[src/crs_pkg.sv]
// shared constants, operation codes and helpers for the core register set
// assumes one 200 MHz core clock and an instruction sequencer outside
`default_nettype none
package crs_pkg;
  localparam int CLK_PERIOD_NS = 5;
  localparam int DATA_W = 8;
  localparam int ADDR_W = 16;

  // status bit positions
  localparam int C_BIT = 0;
  localparam int Z_BIT = 1;
  localparam int I_BIT = 2;
  localparam int D_BIT = 3;
  localparam int B_BIT = 4;
  localparam int T_BIT = 5;
  localparam int V_BIT = 6;
  localparam int N_BIT = 7;

  // reset values
  localparam logic [7:0] ACC_RST = 8'h00;
  localparam logic [7:0] INDEX_RST = 8'h00;
  localparam logic [7:0] STACK_RST = 8'hff;
  localparam logic [15:0] PC_RST = 16'h0000;
  localparam logic [7:0] STATUS_RST = 8'h04;
  localparam logic [7:0] CORE_MODE_RST = 8'h00;

  // core mode register and stack page
  localparam logic [15:0] CORE_MODE_ADDR = 16'h003b;
  localparam int STACK_PAGE_BIT = 2;
  localparam logic [7:0] PAGE0_HI = 8'h00;
  localparam logic [7:0] PAGE1_HI = 8'h01;

  typedef enum logic [5:0] {
    nop_op = 6'b000000, load_acc_op = 6'b000001, load_first_op = 6'b000010,
    load_second_op = 6'b000011, load_stack_op = 6'b000100,
    add_with_carry_op = 6'b000101, subtract_with_borrow_op = 6'b000110,
    shift_left_op = 6'b000111, rotate_left_op = 6'b001000,
    shift_right_op = 6'b001001, rotate_right_op = 6'b001010,
    mem_test_op = 6'b001011, raise_carry_op = 6'b001100,
    drop_carry_op = 6'b001101, raise_irq_mask_op = 6'b001110,
    drop_irq_mask_op = 6'b001111, raise_bcd_op = 6'b010000,
    drop_bcd_op = 6'b010001, raise_mem_mode_op = 6'b010010,
    drop_mem_mode_op = 6'b010011, drop_overflow_op = 6'b010100,
    push_acc_op = 6'b010101, pop_acc_op = 6'b010110,
    push_status_op = 6'b010111, pop_status_op = 6'b011000,
    software_break_op = 6'b011001, irq_entry_op = 6'b011010,
    branch_op = 6'b011011, jump_op = 6'b011100,
    index_first_op = 6'b011101, index_second_op = 6'b011110,
    halt_oscillator_op = 6'b011111, wait_op = 6'b100000,
    multiply_op = 6'b100001, divide_op = 6'b100010,
    fast_set_op = 6'b100011, slow_op = 6'b100100
  } crs_op_t;

  function automatic logic [15:0] crs_stack_addr(input logic page, input logic [7:0] sp);
    return {(page ? PAGE1_HI : PAGE0_HI), sp};
  endfunction

  // zero and negative flags from a result
  function automatic logic [7:0] crs_nz(input logic [7:0] ps, input logic [7:0] v);
    logic [7:0] r;
    r = ps;
    r[Z_BIT] = (v == 8'h00);
    r[N_BIT] = v[7];
    return r;
  endfunction
endpackage
`default_nettype wire

[src/crs_alu_if.sv]
// adder bundle between the register set and its add/subtract unit
// assumes both ends sit on the same clock; the unit is combinational
`default_nettype none
interface crs_alu_if;
  logic [7:0] a;
  logic [7:0] b;
  logic cin;
  logic sub;
  logic dec;
  logic [7:0] res;
  logic cout;
  logic ovf;
  modport alu (input a, input b, input cin, input sub, input dec,
               output res, output cout, output ovf);
  modport user (output a, output b, output cin, output sub, output dec,
                input res, input cout, input ovf);
endinterface
`default_nettype wire

[src/crs_alu.sv]
// binary and decimal add/subtract unit
// assumes operands stable in the cycle they are used; no state of its own
`default_nettype none
module crs_alu (
  crs_alu_if.alu bus
);
  import crs_pkg::*;

  logic [7:0] b_eff;
  logic [8:0] bin_sum;
  logic [4:0] lo_add;
  logic [4:0] hi_add;
  logic [4:0] lo_sub;
  logic [4:0] hi_sub;

  // digit add with correction; bit 4 is the decimal carry
  function automatic logic [4:0] dec_add(input logic [3:0] x, input logic [3:0] y,
                                         input logic c);
    logic [4:0] s;
    s = {1'b0, x} + {1'b0, y} + {4'h0, c};
    if (s > 5'h09) s = s + 5'h06;
    return s;
  endfunction

  // digit subtract; c high means no borrow in, bit 4 is the borrow out
  function automatic logic [4:0] dec_sub(input logic [3:0] x, input logic [3:0] y,
                                         input logic c);
    logic [4:0] d;
    d = {1'b0, x} - {1'b0, y} - {4'h0, ~c};
    if (d[4]) d = d - 5'h06;
    return d;
  endfunction

  assign b_eff = bus.sub ? ~bus.b : bus.b;
  assign bin_sum = {1'b0, bus.a} + {1'b0, b_eff} + {8'h00, bus.cin};
  assign lo_add = dec_add(bus.a[3:0], bus.b[3:0], bus.cin);
  assign hi_add = dec_add(bus.a[7:4], bus.b[7:4], lo_add[4]);
  assign lo_sub = dec_sub(bus.a[3:0], bus.b[3:0], bus.cin);
  assign hi_sub = dec_sub(bus.a[7:4], bus.b[7:4], ~lo_sub[4]);

  assign bus.res = !bus.dec ? bin_sum[7:0] :
                   bus.sub ? {hi_sub[3:0], lo_sub[3:0]} : {hi_add[3:0], lo_add[3:0]};
  assign bus.cout = !bus.dec ? bin_sum[8] : (bus.sub ? ~hi_sub[4] : hi_add[4]);
  // overflow always from the binary sum; not meaningful in decimal mode
  assign bus.ovf = (bus.a[7] == b_eff[7]) && (bin_sum[7] != bus.a[7]);
endmodule // crs_alu
`default_nettype wire

[src/crs_regfile.sv]
// programmer-visible register set and status flags of an 8-bit core
// assumes an outside sequencer issues one operation per valid cycle and
// returns stack bytes on data_i from pop_addr_o for pops
`default_nettype none
module crs_regfile (
  // clock and reset
  input wire logic clk_i,
  input wire logic nrst_i,
  // operation port
  input wire logic op_valid_i,
  input wire crs_pkg::crs_op_t op_i,
  input wire logic [7:0] data_i,
  input wire logic [15:0] operand_i,
  // interrupt request, same clock domain
  input wire logic irq_req_i,
  // data memory writes seen by the core mode register
  input wire logic mem_wr_i,
  input wire logic [15:0] mem_addr_i,
  input wire logic [7:0] mem_wdata_i,
  // register views
  output logic [7:0] acc_o,
  output logic [7:0] first_index_o,
  output logic [7:0] second_index_o,
  output logic [7:0] stack_pointer_o,
  output logic [15:0] program_counter_o,
  output logic [7:0] status_o,
  output logic [7:0] core_mode_o,
  // stack side
  output logic stack_we_o,
  output logic [15:0] push_addr_o,
  output logic [7:0] stack_wdata_o,
  output logic [15:0] pop_addr_o,
  // addressing and memory results
  output logic [15:0] eff_addr_o,
  output logic [7:0] mem_result_o,
  output logic mem_result_we_o,
  // control
  output logic irq_admit_o,
  output logic illegal_op_o,
  output logic halted_o,
  output logic waiting_o
);
  import crs_pkg::*;

  logic [7:0] accumulator_reg;
  logic [7:0] first_index_reg;
  logic [7:0] second_index_reg;
  logic [7:0] stack_pointer_reg;
  logic [15:0] program_counter_reg;
  logic [7:0] processor_status_reg;
  logic [7:0] core_mode_reg;
  logic halted;
  logic waiting;

  logic [7:0] next_acc, next_first, next_second, next_sp, next_ps;
  logic [15:0] next_pc, next_ea, next_push_addr;
  logic [7:0] next_wdata, next_mem_result;
  logic next_we, next_mem_we, next_illegal, next_halted, next_waiting;
  logic [7:0] next_core_mode;

  logic go;
  logic page;
  logic next_page;
  logic mem_mode;
  logic [15:0] product;
  logic [15:0] quotient;
  logic [15:0] remainder;
  logic branch_flag;
  logic [15:0] branch_target;

  crs_alu_if alu_bus ();
  crs_alu u_alu (.bus(alu_bus.alu));

  // stopped core ignores operations until an interrupt request wakes it
  assign go = op_valid_i & ~halted & ~waiting;
  assign page = core_mode_reg[STACK_PAGE_BIT];
  assign next_page = next_core_mode[STACK_PAGE_BIT];
  assign mem_mode = processor_status_reg[T_BIT];
  assign next_core_mode = (mem_wr_i && mem_addr_i == CORE_MODE_ADDR) ?
                          mem_wdata_i : core_mode_reg;

  // in memory mode the destination byte arrives on operand_i[7:0]
  assign alu_bus.a = mem_mode ? operand_i[7:0] : accumulator_reg;
  assign alu_bus.b = data_i;
  assign alu_bus.cin = processor_status_reg[C_BIT];
  assign alu_bus.sub = (op_i == subtract_with_borrow_op);
  assign alu_bus.dec = processor_status_reg[D_BIT];

  assign product = {8'h00, accumulator_reg} * {8'h00, data_i};
  // divide by zero is caught in the case below before these are used
  assign quotient = {second_index_reg, accumulator_reg} / {8'h00, data_i};
  assign remainder = {second_index_reg, accumulator_reg} % {8'h00, data_i};

  // operand_i[1:0] picks the flag, operand_i[2] the value that takes it
  assign branch_flag = (operand_i[1:0] == 2'b00) ? processor_status_reg[C_BIT] :
                       (operand_i[1:0] == 2'b01) ? processor_status_reg[Z_BIT] :
                       (operand_i[1:0] == 2'b10) ? processor_status_reg[V_BIT] :
                       processor_status_reg[N_BIT];
  assign branch_target = program_counter_reg + 16'h0001 + {{8{data_i[7]}}, data_i};

  always_comb begin
    next_acc = accumulator_reg;
    next_first = first_index_reg;
    next_second = second_index_reg;
    next_sp = stack_pointer_reg;
    next_ps = processor_status_reg;
    next_pc = program_counter_reg;
    next_ea = eff_addr_o;
    next_push_addr = push_addr_o;
    next_wdata = stack_wdata_o;
    next_we = 1'b0;
    next_mem_result = mem_result_o;
    next_mem_we = 1'b0;
    next_illegal = 1'b0;
    next_halted = halted & ~irq_req_i;
    next_waiting = waiting & ~irq_req_i;
    if (go) begin
      next_pc = program_counter_reg + 16'h0001;
      case (op_i)
        load_acc_op: begin
          next_acc = data_i;
          next_ps = crs_nz(processor_status_reg, data_i);
        end
        load_first_op: begin
          next_first = data_i;
          next_ps = crs_nz(processor_status_reg, data_i);
        end
        load_second_op: begin
          next_second = data_i;
          next_ps = crs_nz(processor_status_reg, data_i);
        end
        load_stack_op: next_sp = data_i;
        add_with_carry_op, subtract_with_borrow_op: begin
          if (mem_mode) begin
            next_mem_result = alu_bus.res;
            next_mem_we = 1'b1;
          end else begin
            next_acc = alu_bus.res;
          end
          // decimal results leave only the overflow flag unreliable
          next_ps = crs_nz(processor_status_reg, alu_bus.res);
          next_ps[C_BIT] = alu_bus.cout;
          next_ps[V_BIT] = alu_bus.ovf;
        end
        shift_left_op, rotate_left_op: begin
          next_acc = {accumulator_reg[6:0],
                      (op_i == rotate_left_op) & processor_status_reg[C_BIT]};
          next_ps = crs_nz(processor_status_reg, next_acc);
          next_ps[C_BIT] = accumulator_reg[7];
        end
        shift_right_op, rotate_right_op: begin
          next_acc = {(op_i == rotate_right_op) & processor_status_reg[C_BIT],
                      accumulator_reg[7:1]};
          next_ps = crs_nz(processor_status_reg, next_acc);
          next_ps[C_BIT] = accumulator_reg[0];
        end
        mem_test_op: begin
          next_ps[Z_BIT] = ((accumulator_reg & data_i) == 8'h00);
          next_ps[V_BIT] = data_i[6];
          next_ps[N_BIT] = data_i[7];
        end
        raise_carry_op: next_ps[C_BIT] = 1'b1;
        drop_carry_op: next_ps[C_BIT] = 1'b0;
        raise_irq_mask_op: next_ps[I_BIT] = 1'b1;
        drop_irq_mask_op: next_ps[I_BIT] = 1'b0;
        raise_bcd_op: next_ps[D_BIT] = 1'b1;
        drop_bcd_op: next_ps[D_BIT] = 1'b0;
        raise_mem_mode_op: next_ps[T_BIT] = 1'b1;
        drop_mem_mode_op: next_ps[T_BIT] = 1'b0;
        drop_overflow_op: next_ps[V_BIT] = 1'b0;
        push_acc_op, push_status_op, software_break_op, irq_entry_op: begin
          next_we = 1'b1;
          next_push_addr = crs_stack_addr(page, stack_pointer_reg);
          next_sp = stack_pointer_reg - 8'h01;
          next_wdata = (op_i == push_acc_op) ? accumulator_reg : processor_status_reg;
          if (op_i == software_break_op) begin
            next_wdata[B_BIT] = 1'b1;
          end
          if (op_i == software_break_op || op_i == irq_entry_op) begin
            next_ps[I_BIT] = 1'b1;
          end
        end
        pop_acc_op: begin
          next_sp = stack_pointer_reg + 8'h01;
          next_acc = data_i;
          next_ps = crs_nz(processor_status_reg, data_i);
        end
        pop_status_op: begin
          next_sp = stack_pointer_reg + 8'h01;
          next_ps = data_i;
        end
        branch_op: begin
          if (branch_flag == operand_i[2]) begin
            next_pc = branch_target;
          end
        end
        jump_op: next_pc = operand_i;
        index_first_op: next_ea = operand_i + {8'h00, first_index_reg};
        index_second_op: next_ea = operand_i + {8'h00, second_index_reg};
        halt_oscillator_op: next_halted = 1'b1;
        wait_op: next_waiting = 1'b1;
        multiply_op: begin
          next_acc = product[7:0];
          next_second = product[15:8];
        end
        divide_op: begin
          if (data_i != 8'h00) begin
            next_acc = quotient[7:0];
            next_second = remainder[7:0];
          end
        end
        fast_set_op, slow_op: begin
          next_illegal = 1'b1;
          next_pc = program_counter_reg;
        end
        default: next_ps = processor_status_reg;
      endcase
    end
    next_ps[B_BIT] = 1'b0;
  end

  always_ff @(posedge clk_i or negedge nrst_i) begin
    if (!nrst_i) begin
      accumulator_reg <= ACC_RST;
      first_index_reg <= INDEX_RST;
      second_index_reg <= INDEX_RST;
      stack_pointer_reg <= STACK_RST;
      program_counter_reg <= PC_RST;
      processor_status_reg <= STATUS_RST;
      core_mode_reg <= CORE_MODE_RST;
    end else begin
      accumulator_reg <= next_acc;
      first_index_reg <= next_first;
      second_index_reg <= next_second;
      stack_pointer_reg <= next_sp;
      program_counter_reg <= next_pc;
      processor_status_reg <= next_ps;
      core_mode_reg <= next_core_mode;
    end
  end

  always_ff @(posedge clk_i or negedge nrst_i) begin
    if (!nrst_i) begin
      halted <= 1'b0;
      waiting <= 1'b0;
      stack_we_o <= 1'b0;
      push_addr_o <= {PAGE0_HI, STACK_RST};
      stack_wdata_o <= 8'h00;
      pop_addr_o <= {PAGE0_HI, STACK_RST + 8'h01};
      eff_addr_o <= 16'h0000;
      mem_result_o <= 8'h00;
      mem_result_we_o <= 1'b0;
      irq_admit_o <= 1'b0;
      illegal_op_o <= 1'b0;
    end else begin
      halted <= next_halted;
      waiting <= next_waiting;
      stack_we_o <= next_we;
      push_addr_o <= next_push_addr;
      stack_wdata_o <= next_wdata;
      pop_addr_o <= crs_stack_addr(next_page, next_sp + 8'h01);
      eff_addr_o <= next_ea;
      mem_result_o <= next_mem_result;
      mem_result_we_o <= next_mem_we;
      irq_admit_o <= irq_req_i & ~next_ps[I_BIT];
      illegal_op_o <= next_illegal;
    end
  end

  assign acc_o = accumulator_reg;
  assign first_index_o = first_index_reg;
  assign second_index_o = second_index_reg;
  assign stack_pointer_o = stack_pointer_reg;
  assign program_counter_o = program_counter_reg;
  assign status_o = processor_status_reg;
  assign core_mode_o = core_mode_reg;
  assign halted_o = halted;
  assign waiting_o = waiting;
endmodule // crs_regfile
`default_nettype wire
[config.mk]
export PLATFORM = sky130hd
export DESIGN_NAME = crs_regfile
export DESIGN_NICKNAME = d
export VERILOG_FILES = /design/src/crs_pkg.sv /design/src/crs_alu_if.sv /design/src/crs_alu.sv /design/src/crs_regfile.sv
export SDC_FILE = /design/constraint.sdc
export NUM_CORES = 1
export LEC_CHECK = 0
export BUFFER_PORTS_ARGS = -buffer_cell sky130_fd_sc_hd__buf_2
export CAP_MARGIN = 20
export CORE_ASPECT_RATIO = 1.2
export CORE_MARGIN = 2
export CORE_UTILIZATION = 41
export DETAILED_ROUTE_END_ITERATION = 10
export MAX_ROUTING_LAYER = met4
export PLACE_DENSITY = 0.61
export SKIP_LAST_GASP = 1
export SLEW_MARGIN = 20
export SYNTH_ARGS = -nofsm -noshare
export SYNTH_HDL_FRONTEND = slang
export SYNTH_SLANG_ARGS = --single-unit
[constraint.sdc]
create_clock -name clk_i -period 32.1 [get_ports clk_i]
set_input_delay 1.605 -clock clk_i [delete_from_list [all_inputs] [get_ports clk_i]]
set_output_delay 1.605 -clock clk_i [all_outputs]
set_load 0.005 [all_outputs]
==> impl_metrics.toml, run 1 <==
[status]
status = "completed"

[die]
die_y_um = 224
die_area_mm2 = 0.0421
fp.dieW_um = 188
coreArea_mm2 = 0.0398
rows = 80
start_util_pct = 41.6
ioPinCount = 193

[worst_hold_path]
hp-class = "reg2reg"

[timing]
fin_crit_ps = 30410
fin_ws_ps = 1690
finClkSkew_ps = 7.60
worstMarginPinSlew_ps = 1170
slew_headroom_pct = 21.1
tns_ps = 0
max_freq_ghz = 0.0329
drv_slew = 0
setup_viol = 0
final-hold-violation-count = 0
fin_crit_sh_pct = 94.7

[global_routing]
grt_first_pass_wirelength_um = 89300
grt_pass1_vias = 15995
grtUsageTotal_pct = 27.7
overflow = 0
antenna_found_initial = 2
grt_max_degree = 70

[routing]
drt-met1-wl_um = 23800
drt-pass1-iter-count = 7
drc = 0
dr_wl_met3_um = 3570
viasPerCell = 5.85
dr.max_layer_used = "met4"
ant_nets = 0
vias = 16331
dr_wl_met2_um = 27900
drtIter0Drc = 1125
post_drt_wl_per_cell_um = 20.6
routed_wl_um = 57600

[clocking]
ctsHtreeMaxLevel = 4
holdBufCountCts = 0
cts_tree = "built"
clock_path_buffers = 2
cts_buffers = 17
path_clk_slew_ps = 60
clk-insertion-delay-late_ps = 450
cts-root-buf = "clkbuf_16"
numClockSinks = 118

[finish]
area_growth_pct = 16.2
final_common_cell = "nand2_1"
fin_util_pct = 48.4
nNetsFinal = 2549
drive_above_1_share_pct = 19.9
design_area_mm2 = 0.0193
final_cell_mix = "239 x nand2_1, 196 x ha_1, 177 x buf_2"

[synth]
synth_xor_area_share_pct = 7.74
synth_ff_type = "dfrtp_1"
synth_compound_area_share_pct = 23.0
netlist_area_mm2 = 0.0166
synthMuxAreaShare_pct = 6.24
yosysSeqAreaShare_pct = 17.9
avgSynthCellArea_um2 = 8.08
synth_simple_gate_area_share_pct = 18.4
ys_warn_count = 0
synthAdderAreaFrac_pct = 21.0
synth-edff-count = 0
synthArstFlopShare_pct = 100
synth_cell_types = 103
synth_top_family_by_area = "compound AO/OA/AOI/OAI gates"
synth_seq_cells = 118
syn_inst = 2052

[critical_path]
path_class = "in2reg"
critical_path.max_stage_delay_ps = 620
crit_required_ps = 32430
endpoint_kind = "flip-flop"
crit_arrival_ps = 30740
start_kind = "input pin"
regToRegSetupSlack_ps = 2820
crit_top_cell = "o21a_1"
slowest_stage = "or4b_2"
cp_max_fo = 10

[placed_design]
place_hpwl_um = 43900
portBuffers = 177
place_congestion = 0.946
dpl_cell_area_mm2 = 0.0182
pre_cts_ws_ps = -222

[job]
max_cap_violations = 0
[sequential cells by signal, indices dropped and copies added (netlist names), 7 cells and up]
name,count
acc_o,8
stack_wdata_o,8
mem_result_o,8
stack_pointer_o,8
second_index_o,8
core_mode_o,8
eff_addr_o,16
program_counter_o,16
push_addr_o,9
pop_addr_o,8
first_index_o,8
status_o,7
[worst paths after layout]
kind	start	end	cells after the start
max in group asynchronous	nrst_i	pop_addr_o[7]$_DFF_PN0_	2
worst min-delay path	push_addr_o[6]$_DFFE_PN1P_	push_addr_o[6]$_DFFE_PN1P_	2
worst min register to register	push_addr_o[6]$_DFFE_PN1P_	push_addr_o[6]$_DFFE_PN1P_	2
worst max register to register	second_index_o[7]$_DFFE_PN0P_	second_index_o[6]$_DFFE_PN0P_	140
worst max-delay path	data_i[6]	second_index_o[6]$_DFFE_PN0P_	144
min in group asynchronous	nrst_i	program_counter_o[7]$_DFFE_PN0P_	1
[kinds of logic after synthesis]
kind of cell    Yosys count
compound gates          564
flops                   118
buf+inv                 228
xor+xnor                145
fa+ha+maj               248
simple gates            656
mux                      92
other cells               1
[critical path: cells and delay by family]
| family | cells | cell delay, ps |
|---|---|---|
| simple gates | 36 | 6850 |
| fa+ha+maj | 15 | 4600 |
| compound gates | 81 | 15230 |
| buf+inv | 8 | 1260 |
| mux | 4 | 1080 |
[layer usage]
| layer | track usage [%] | up-vias |
|---|---|---|
| met5 | - | - |
| li1 | - | 7742 |
| met4 | 12.1 | 0 |
| met1 | 32.5 | 7826 |
| met2 | 47.0 | 609 |
| met3 | 4.46 | 154 |
[through the flow]
stage          hold WS [ps]  std cells
3_3_place_gp            446       2733
4_1_cts                 456       2765
3_5_place_dp            448       2733
5_1_grt                 480       2790
2_1_floorplan           448       2066
6_report                456       2791
[cells in the mapped netlist (16+ instances only)]
library cell / count / area, um2
nand2_1: 241 / 905
ha_1: 198 / 2480
nor2_1: 156 / 586
o21ai_0: 134 / 671
inv_1: 126 / 473
a21oi_1: 111 / 556
dfrtp_1: 101 / 2530
xnor2_1: 100 / 876
clkbuf_1: 67 / 251
nor3_1: 62 / 310
mux2_2: 56 / 631
fa_1: 50 / 1000
o21a_1: 50 / 375
a21o_1: 47 / 353
nand3_1: 46 / 230
xor2_1: 44 / 385
mux2i_1: 29 / 290
o211ai_1: 26 / 195
and2_1: 22 / 138
o21bai_1: 22 / 165
or3_1: 22 / 138
a22oi_1: 21 / 158
nor2b_1: 20 / 125
buf_4: 19 / 143
a221oi_1: 18 / 158
dfstp_2: 17 / 447
nand2b_1: 17 / 106
a31oi_1: 16 / 100
o31ai_1: 16 / 120
[final cells by class]
cell class / count / area [um2]
multi-input combinational: 1721 / 13100
inverter: 132 / 495
clock buffer: 20 / 457
tap: 533 / 667
sequential: 118 / 2970
timing repair buffer: 252 / 1470
antenna: 3 / 7.51
fill: 3953 / 20600
clock inverter: 12 / 141
[timing repair]
action / 4_1_cts / 5_1_grt
gates resized for setup: 0 / 70
endpoints found under the setup margin: 0 / 9
setup buffers: 0 / 19
hold endpoints to repair: 0 / 0
Power of run 1 is left out: the tool's default activity adds up to more than one toggle a clock period on the data nets, which glitch-free logic cannot reach.
==> run 2: changes to the inputs <==
CORE_ASPECT_RATIO = 1.5   (was 1.2)
==> run 2 against run 1 <==
Effect of this change:
- first-iteration DRC count fell by 3.5%
- critical endpoint is now second_index_o[4]$_DFFE_PN0P_
- final area rose by 0.12%
- global-route usage grew 0.56 points
- hold slack is essentially flat
- count of clock-buffer cells in the layout is 3 lower
- final cell count is 0.75% lower
- largest cell class unchanged
- critical path type unchanged
- register-to-register slack worse by 220 ps
- die area is essentially flat
- setup slack worse by 190 ps
- highest routed layer unchanged
- critical path depth decreased by 2
- clock skew increased by 6.5 ps
==> impl_metrics.toml, run 2 (synthesis results as in run 1) <==
[critical_path]
endpoint_kind = "flip-flop"
crit_arrival_ps = 30940
start_kind = "input pin"
path_class = "in2reg"
crit_required_ps = 32430
critical_path.max_stage_delay_ps = 610
crit_top_cell = "o21a_1"
slowest_stage = "or4b_2"
cp_max_fo = 10

[timing]
fin_crit_sh_pct = 95.3
drv_slew = 0
slew_headroom_pct = 32.8
worstMarginPinSlew_ps = 998
max_freq_ghz = 0.0327
fin_crit_ps = 30600
final-hold-violation-count = 0
setup_viol = 0
finClkSkew_ps = 14.1

[die]
ioPinCount = 193
die_area_mm2 = 0.0421
coreArea_mm2 = 0.0401
start_util_pct = 41.4
die_y_um = 250
fp.dieW_um = 168
rows = 90

[finish]
final_common_cell = "nand2_1"
drive_above_1_share_pct = 20.1
diodes = 0
final_cell_mix = "238 x nand2_1, 195 x ha_1, 177 x buf_2"
n_fill_cell = 3923
multiInputGateArea_mm2 = 0.0131
seqCellArea_mm2 = 0.00297
nNetsFinal = 2558
fin_util_pct = 48.1
area_growth_pct = 16.3
design_area_mm2 = 0.0193

[routing]
routed_wl_um = 59400
ant_nets = 0
viasPerCell = 6.00
post_drt_wl_per_cell_um = 21.4
drtIter0Drc = 1086
drt-pass1-iter-count = 9
drc = 0
vias = 16625

[clocking]
cts_tree = "built"
cts-root-buf = "clkbuf_16"
path_clk_slew_ps = 60
cts_buffers = 17
ctsHtreeMaxLevel = 4
clock_path_buffers = 2
clk-insertion-delay-late_ps = 460
holdBufCountCts = 0
numClockSinks = 118

[status]
status = "completed"

[global_routing]
antenna_found_initial = 0
use_met1_pct = 29.9
grt_pass1_vias = 16226
grt_first_pass_wirelength_um = 90100
grt-busiest-layer = "met2"
grt_max_degree = 67
grt.met3_usage_pct = 3.67
grtUsageTotal_pct = 28.3
overflow = 0
met2_usage_pct = 50.8

[placed_design]
place_hpwl_um = 45500
place_congestion = 0.986
portBuffers = 177
dpl_cell_area_mm2 = 0.0181

[job]
max_cap_violations = 0

[worst_hold_path]
hp-class = "reg2reg"
-- run 2: cell types whose count changed in the layout (fill, tap and decap cells not counted), moves of 3 or more --
cell	before	now
buf_4	72	81
diode_2	3	0
a21oi_1	100	104
inv_8	0	4
o31ai_2	4	1
a21oi_2	10	7
o31ai_1	10	13
o21ai_1	8	4
-- run 2: final cells by class --
cell class	instances	share of cell area, %
clock buffer	17	2.20
sequential	118	15.4
inverter	132	2.57
tap	506	3.28
multi-input combinational	1721	67.7
timing repair buffer	261	7.94
clock inverter	15	0.914
-- run 2: metal layers --
metal  share of wire, %  vias to the layer above
li1                   -                     7768
met1                 37                     7974
met2                 51                      661
met3                5.3                      222
met4                6.2                        0
met5                  0                        -
-- run 2: worst paths after layout --
path	from	end	slack, ps	depth (start not counted)
max	data_i[6]	second_index_o[4]$_DFFE_PN0P_	1500	142
min	push_addr_o[0]$_DFFE_PN1P_	push_addr_o[0]$_DFFE_PN1P_	460	2
max reg2reg	second_index_o[7]$_DFFE_PN0P_	second_index_o[4]$_DFFE_PN0P_	2600	139
min reg2reg	push_addr_o[0]$_DFFE_PN1P_	push_addr_o[0]$_DFFE_PN1P_	460	2
max in group asynchronous	nrst_i	mem_result_o[0]$_DFFE_PN0P_	29500	2
min in group asynchronous	nrst_i	core_mode_o[5]$_DFFE_PN0P_	1190	1
-- run 2: critical path, delay by kind of cell --
kind / cells / cell delay, ps
compound gates: 79 / 15250
simple gates: 34 / 6970
fa+ha+maj: 15 / 4580
buf+inv: 10 / 1470
mux: 4 / 1030
-- run 2: repair_timing --
action	in CTS	in global routing
pin swaps	0	19
gates resized for setup	3	62
gates cloned	0	3
buffers inserted	0	29
endpoints found under the setup margin	2	9
-- run 2: through the flow --
| stage | setup WS [ps] | instances | TNS (ps) | hold WS [ps] |
|---|---|---|---|---|
| final | 1500 | 2770 | 0 | 457 |
| after global routing | -202 | 2770 | -1290 | 485 |
| after CTS | 7.68 | 2737 | 0 | 460 |
| after detailed placement | -545 | 2705 | -2820 | 449 |
| after global placement | -0.494 | 2705 | -0.494 | 446 |
| after floorplan | 1170 | 2066 | 0 | 448 |
Power of run 2 is left out for the same reason.
==> run 3: changes to the inputs <==
SYNTH_HIERARCHICAL = 1   (was default)
==> run 3 against run 2 <==
Effect of this change:
- setup slack improved by 240 ps
- sequential share of layout area decreased by 0.13 points
- via count down 0.58%
- global-route usage down 0.13 points
- largest cell class unchanged
- hold slack better by 2.6 ps
- critical path type unchanged
==> impl_metrics.toml, run 3 <==
[routing]
routed_wl_um = 59100
drc = 0
vias = 16529
ant_nets = 0
drtIter0Drc = 1063
drt-pass1-iter-count = 6
post_drt_wl_per_cell_um = 21.1
viasPerCell = 5.90

[global_routing]
overflow = 0
grt_first_pass_wirelength_um = 89800
grtUsageTotal_pct = 28.1
grt_pass1_vias = 16299
antenna_found_initial = 0
grt_max_degree = 72

[finish]
nNetsFinal = 2592
drive_above_1_share_pct = 20.3
final_cell_mix = "252 x nand2_1, 196 x ha_1, 176 x buf_2"
n_fill_cell = 3940
multiInputGateArea_mm2 = 0.0131
fin_util_pct = 48.4
seqCellArea_mm2 = 0.00297
area_growth_pct = 16.3
final_common_cell = "nand2_1"

[timing]
fin_crit_sh_pct = 94.6
finClkSkew_ps = 7.67
final-hold-violation-count = 0
slew_headroom_pct = 30.3
worstMarginPinSlew_ps = 1040
drv_slew = 0
max_freq_ghz = 0.0329
fin_ws_ps = 1740
setup_viol = 0
fin_crit_ps = 30360

[synth]
synth_top_area_share_pct = 15.1
synth_common_cells = "253 x nand2_1, 200 x ha_1, 170 x nor2_1, 132 x inv_1, 129 x o21ai_0"
yosysSeqAreaShare_pct = 17.8
avgSynthCellArea_um2 = 8.06
synth-edff-count = 0
netlist_area_mm2 = 0.0167
yosysMostFrequentCell = "nand2_1"
synth_area_leader_cell = "dfrtp_1"
syn_inst = 2076
ys_warn_count = 6
synth_ff_type = "dfrtp_1"
synth_seq_cells = 118
synth_cell_types = 108
synthArstFlopShare_pct = 100
synth_area_leaders = "dfrtp_1 15%, ha_1 15%, fa_1 6.0%, nand2_1 5.7%, xnor2_1 4.5%"

[clocking]
path_clk_slew_ps = 60
clk-insertion-delay-late_ps = 450
holdBufCountCts = 0
cts-root-buf = "clkbuf_16"
numClockSinks = 118
clock_path_buffers = 2
cts_buffers = 17
cts_tree = "built"
ctsHtreeMaxLevel = 4

[critical_path]
cp_max_fo = 9
start_kind = "input pin"
crit_arrival_ps = 30660
regToRegSetupSlack_ps = 2530
reg2reg_depth = 147
r2r-end = "acc_o[0]$_DFFE_PN0P_"
setup.worst_path.end = "acc_o[0]$_DFFE_PN0P_"
critical_path.max_stage_delay_ps = 670
slowest_stage = "or4b_2"
crit_required_ps = 32400
crit_top_cell = "o21a_1"
endpoint_kind = "flip-flop"
r2r-start = "second_index_o[7]$_DFFE_PN0P_"
path_class = "in2reg"
crit_path_start = "data_i[0]"

[die]
ioPinCount = 193
start_util_pct = 41.6
die_y_um = 251
fp.dieW_um = 169
die_area_mm2 = 0.0425
rows = 90
coreArea_mm2 = 0.0402

[placed_design]
portBuffers = 177
place_hpwl_um = 46400
pre_cts_ws_ps = -819
place_congestion = 0.941

[job]
max_cap_violations = 0

[worst_hold_path]
hp-class = "reg2reg"

[status]
status = "completed"
[run 3: worst max-delay path, delay by kind of cell]
kind                     cells  cell delay (ps)
multiplexers                 7             2130
AO/OA/AOI/OAI               75            13180
buffers and inverters       11             1410
adder cells (fa/ha/maj)     16             4980
AND/OR/NAND/NOR             40             7340
[run 3: layer usage]
metal / share of wire [%] / global-route usage [%] / vias to the layer above
met5: 0 / - / -
met1: 37 / 28.9 / 7857
met4: 6.7 / 17.7 / 0
met3: 5.8 / 4.55 / 216
met2: 50 / 49.8 / 659
li1: - / - / 7797
[run 3: timing repair]
action,CTS,global route
cloned,0,0
setup buffers,0,29
pin swaps,0,18
resized for setup,4,60
setup endpoints to repair,9,9
[run 3: worst min-delay path by stage]
stage,cells past startpoint,endpoint,startpoint
floorplan,2,push_addr_o[0]$_DFFE_PN1P_,push_addr_o[0]$_DFFE_PN1P_
global placement,2,push_addr_o[3]$_DFFE_PN1P_,push_addr_o[3]$_DFFE_PN1P_
detailed placement,2,push_addr_o[0]$_DFFE_PN1P_,push_addr_o[0]$_DFFE_PN1P_
CTS,2,push_addr_o[0]$_DFFE_PN1P_,push_addr_o[0]$_DFFE_PN1P_
global route,2,push_addr_o[7]$_DFFE_PN1P_,push_addr_o[7]$_DFFE_PN1P_
finish,2,push_addr_o[4]$_DFFE_PN1P_,push_addr_o[4]$_DFFE_PN1P_
[run 3: cell type report]
cell class	count	area share, %
multi-input cells	1741	67.4
flip-flops and latches	118	15.3
repair buffers	265	8.06
well taps	506	3.25
inverters	140	2.70
clock buffers	21	2.42
clock inverters	11	0.881
diodes	1	0.0129
[run 3: metrics by stage]
step                      instances  setup TNS [ps]  hold slack (ps)  cell area (um2)
after floorplan                2090               0              448            16800
after global routing           2802            -780              475            19500
after CTS                      2773               0              460            19000
final                          2803               0              459            19500
after global placement         2741               0              445            18300
after detailed placement       2741           -6020              450            18300
[run 3: kinds of logic (layout without fill, tap and decap cells)]
group	count (synthesis)	count (layout)	synth area share, %
buffers and inverters	231	437	5.68
XOR/XNOR	144	144	7.63
AO/OA/AOI/OAI	547	547	22.3
flip-flops	118	118	17.8
other	1	16	0.0224
adder cells (fa/ha/maj)	251	251	21.0
AND/OR/NAND/NOR	700	700	19.9
multiplexers	84	84	5.66
Power of run 3 is left out for the same reason.
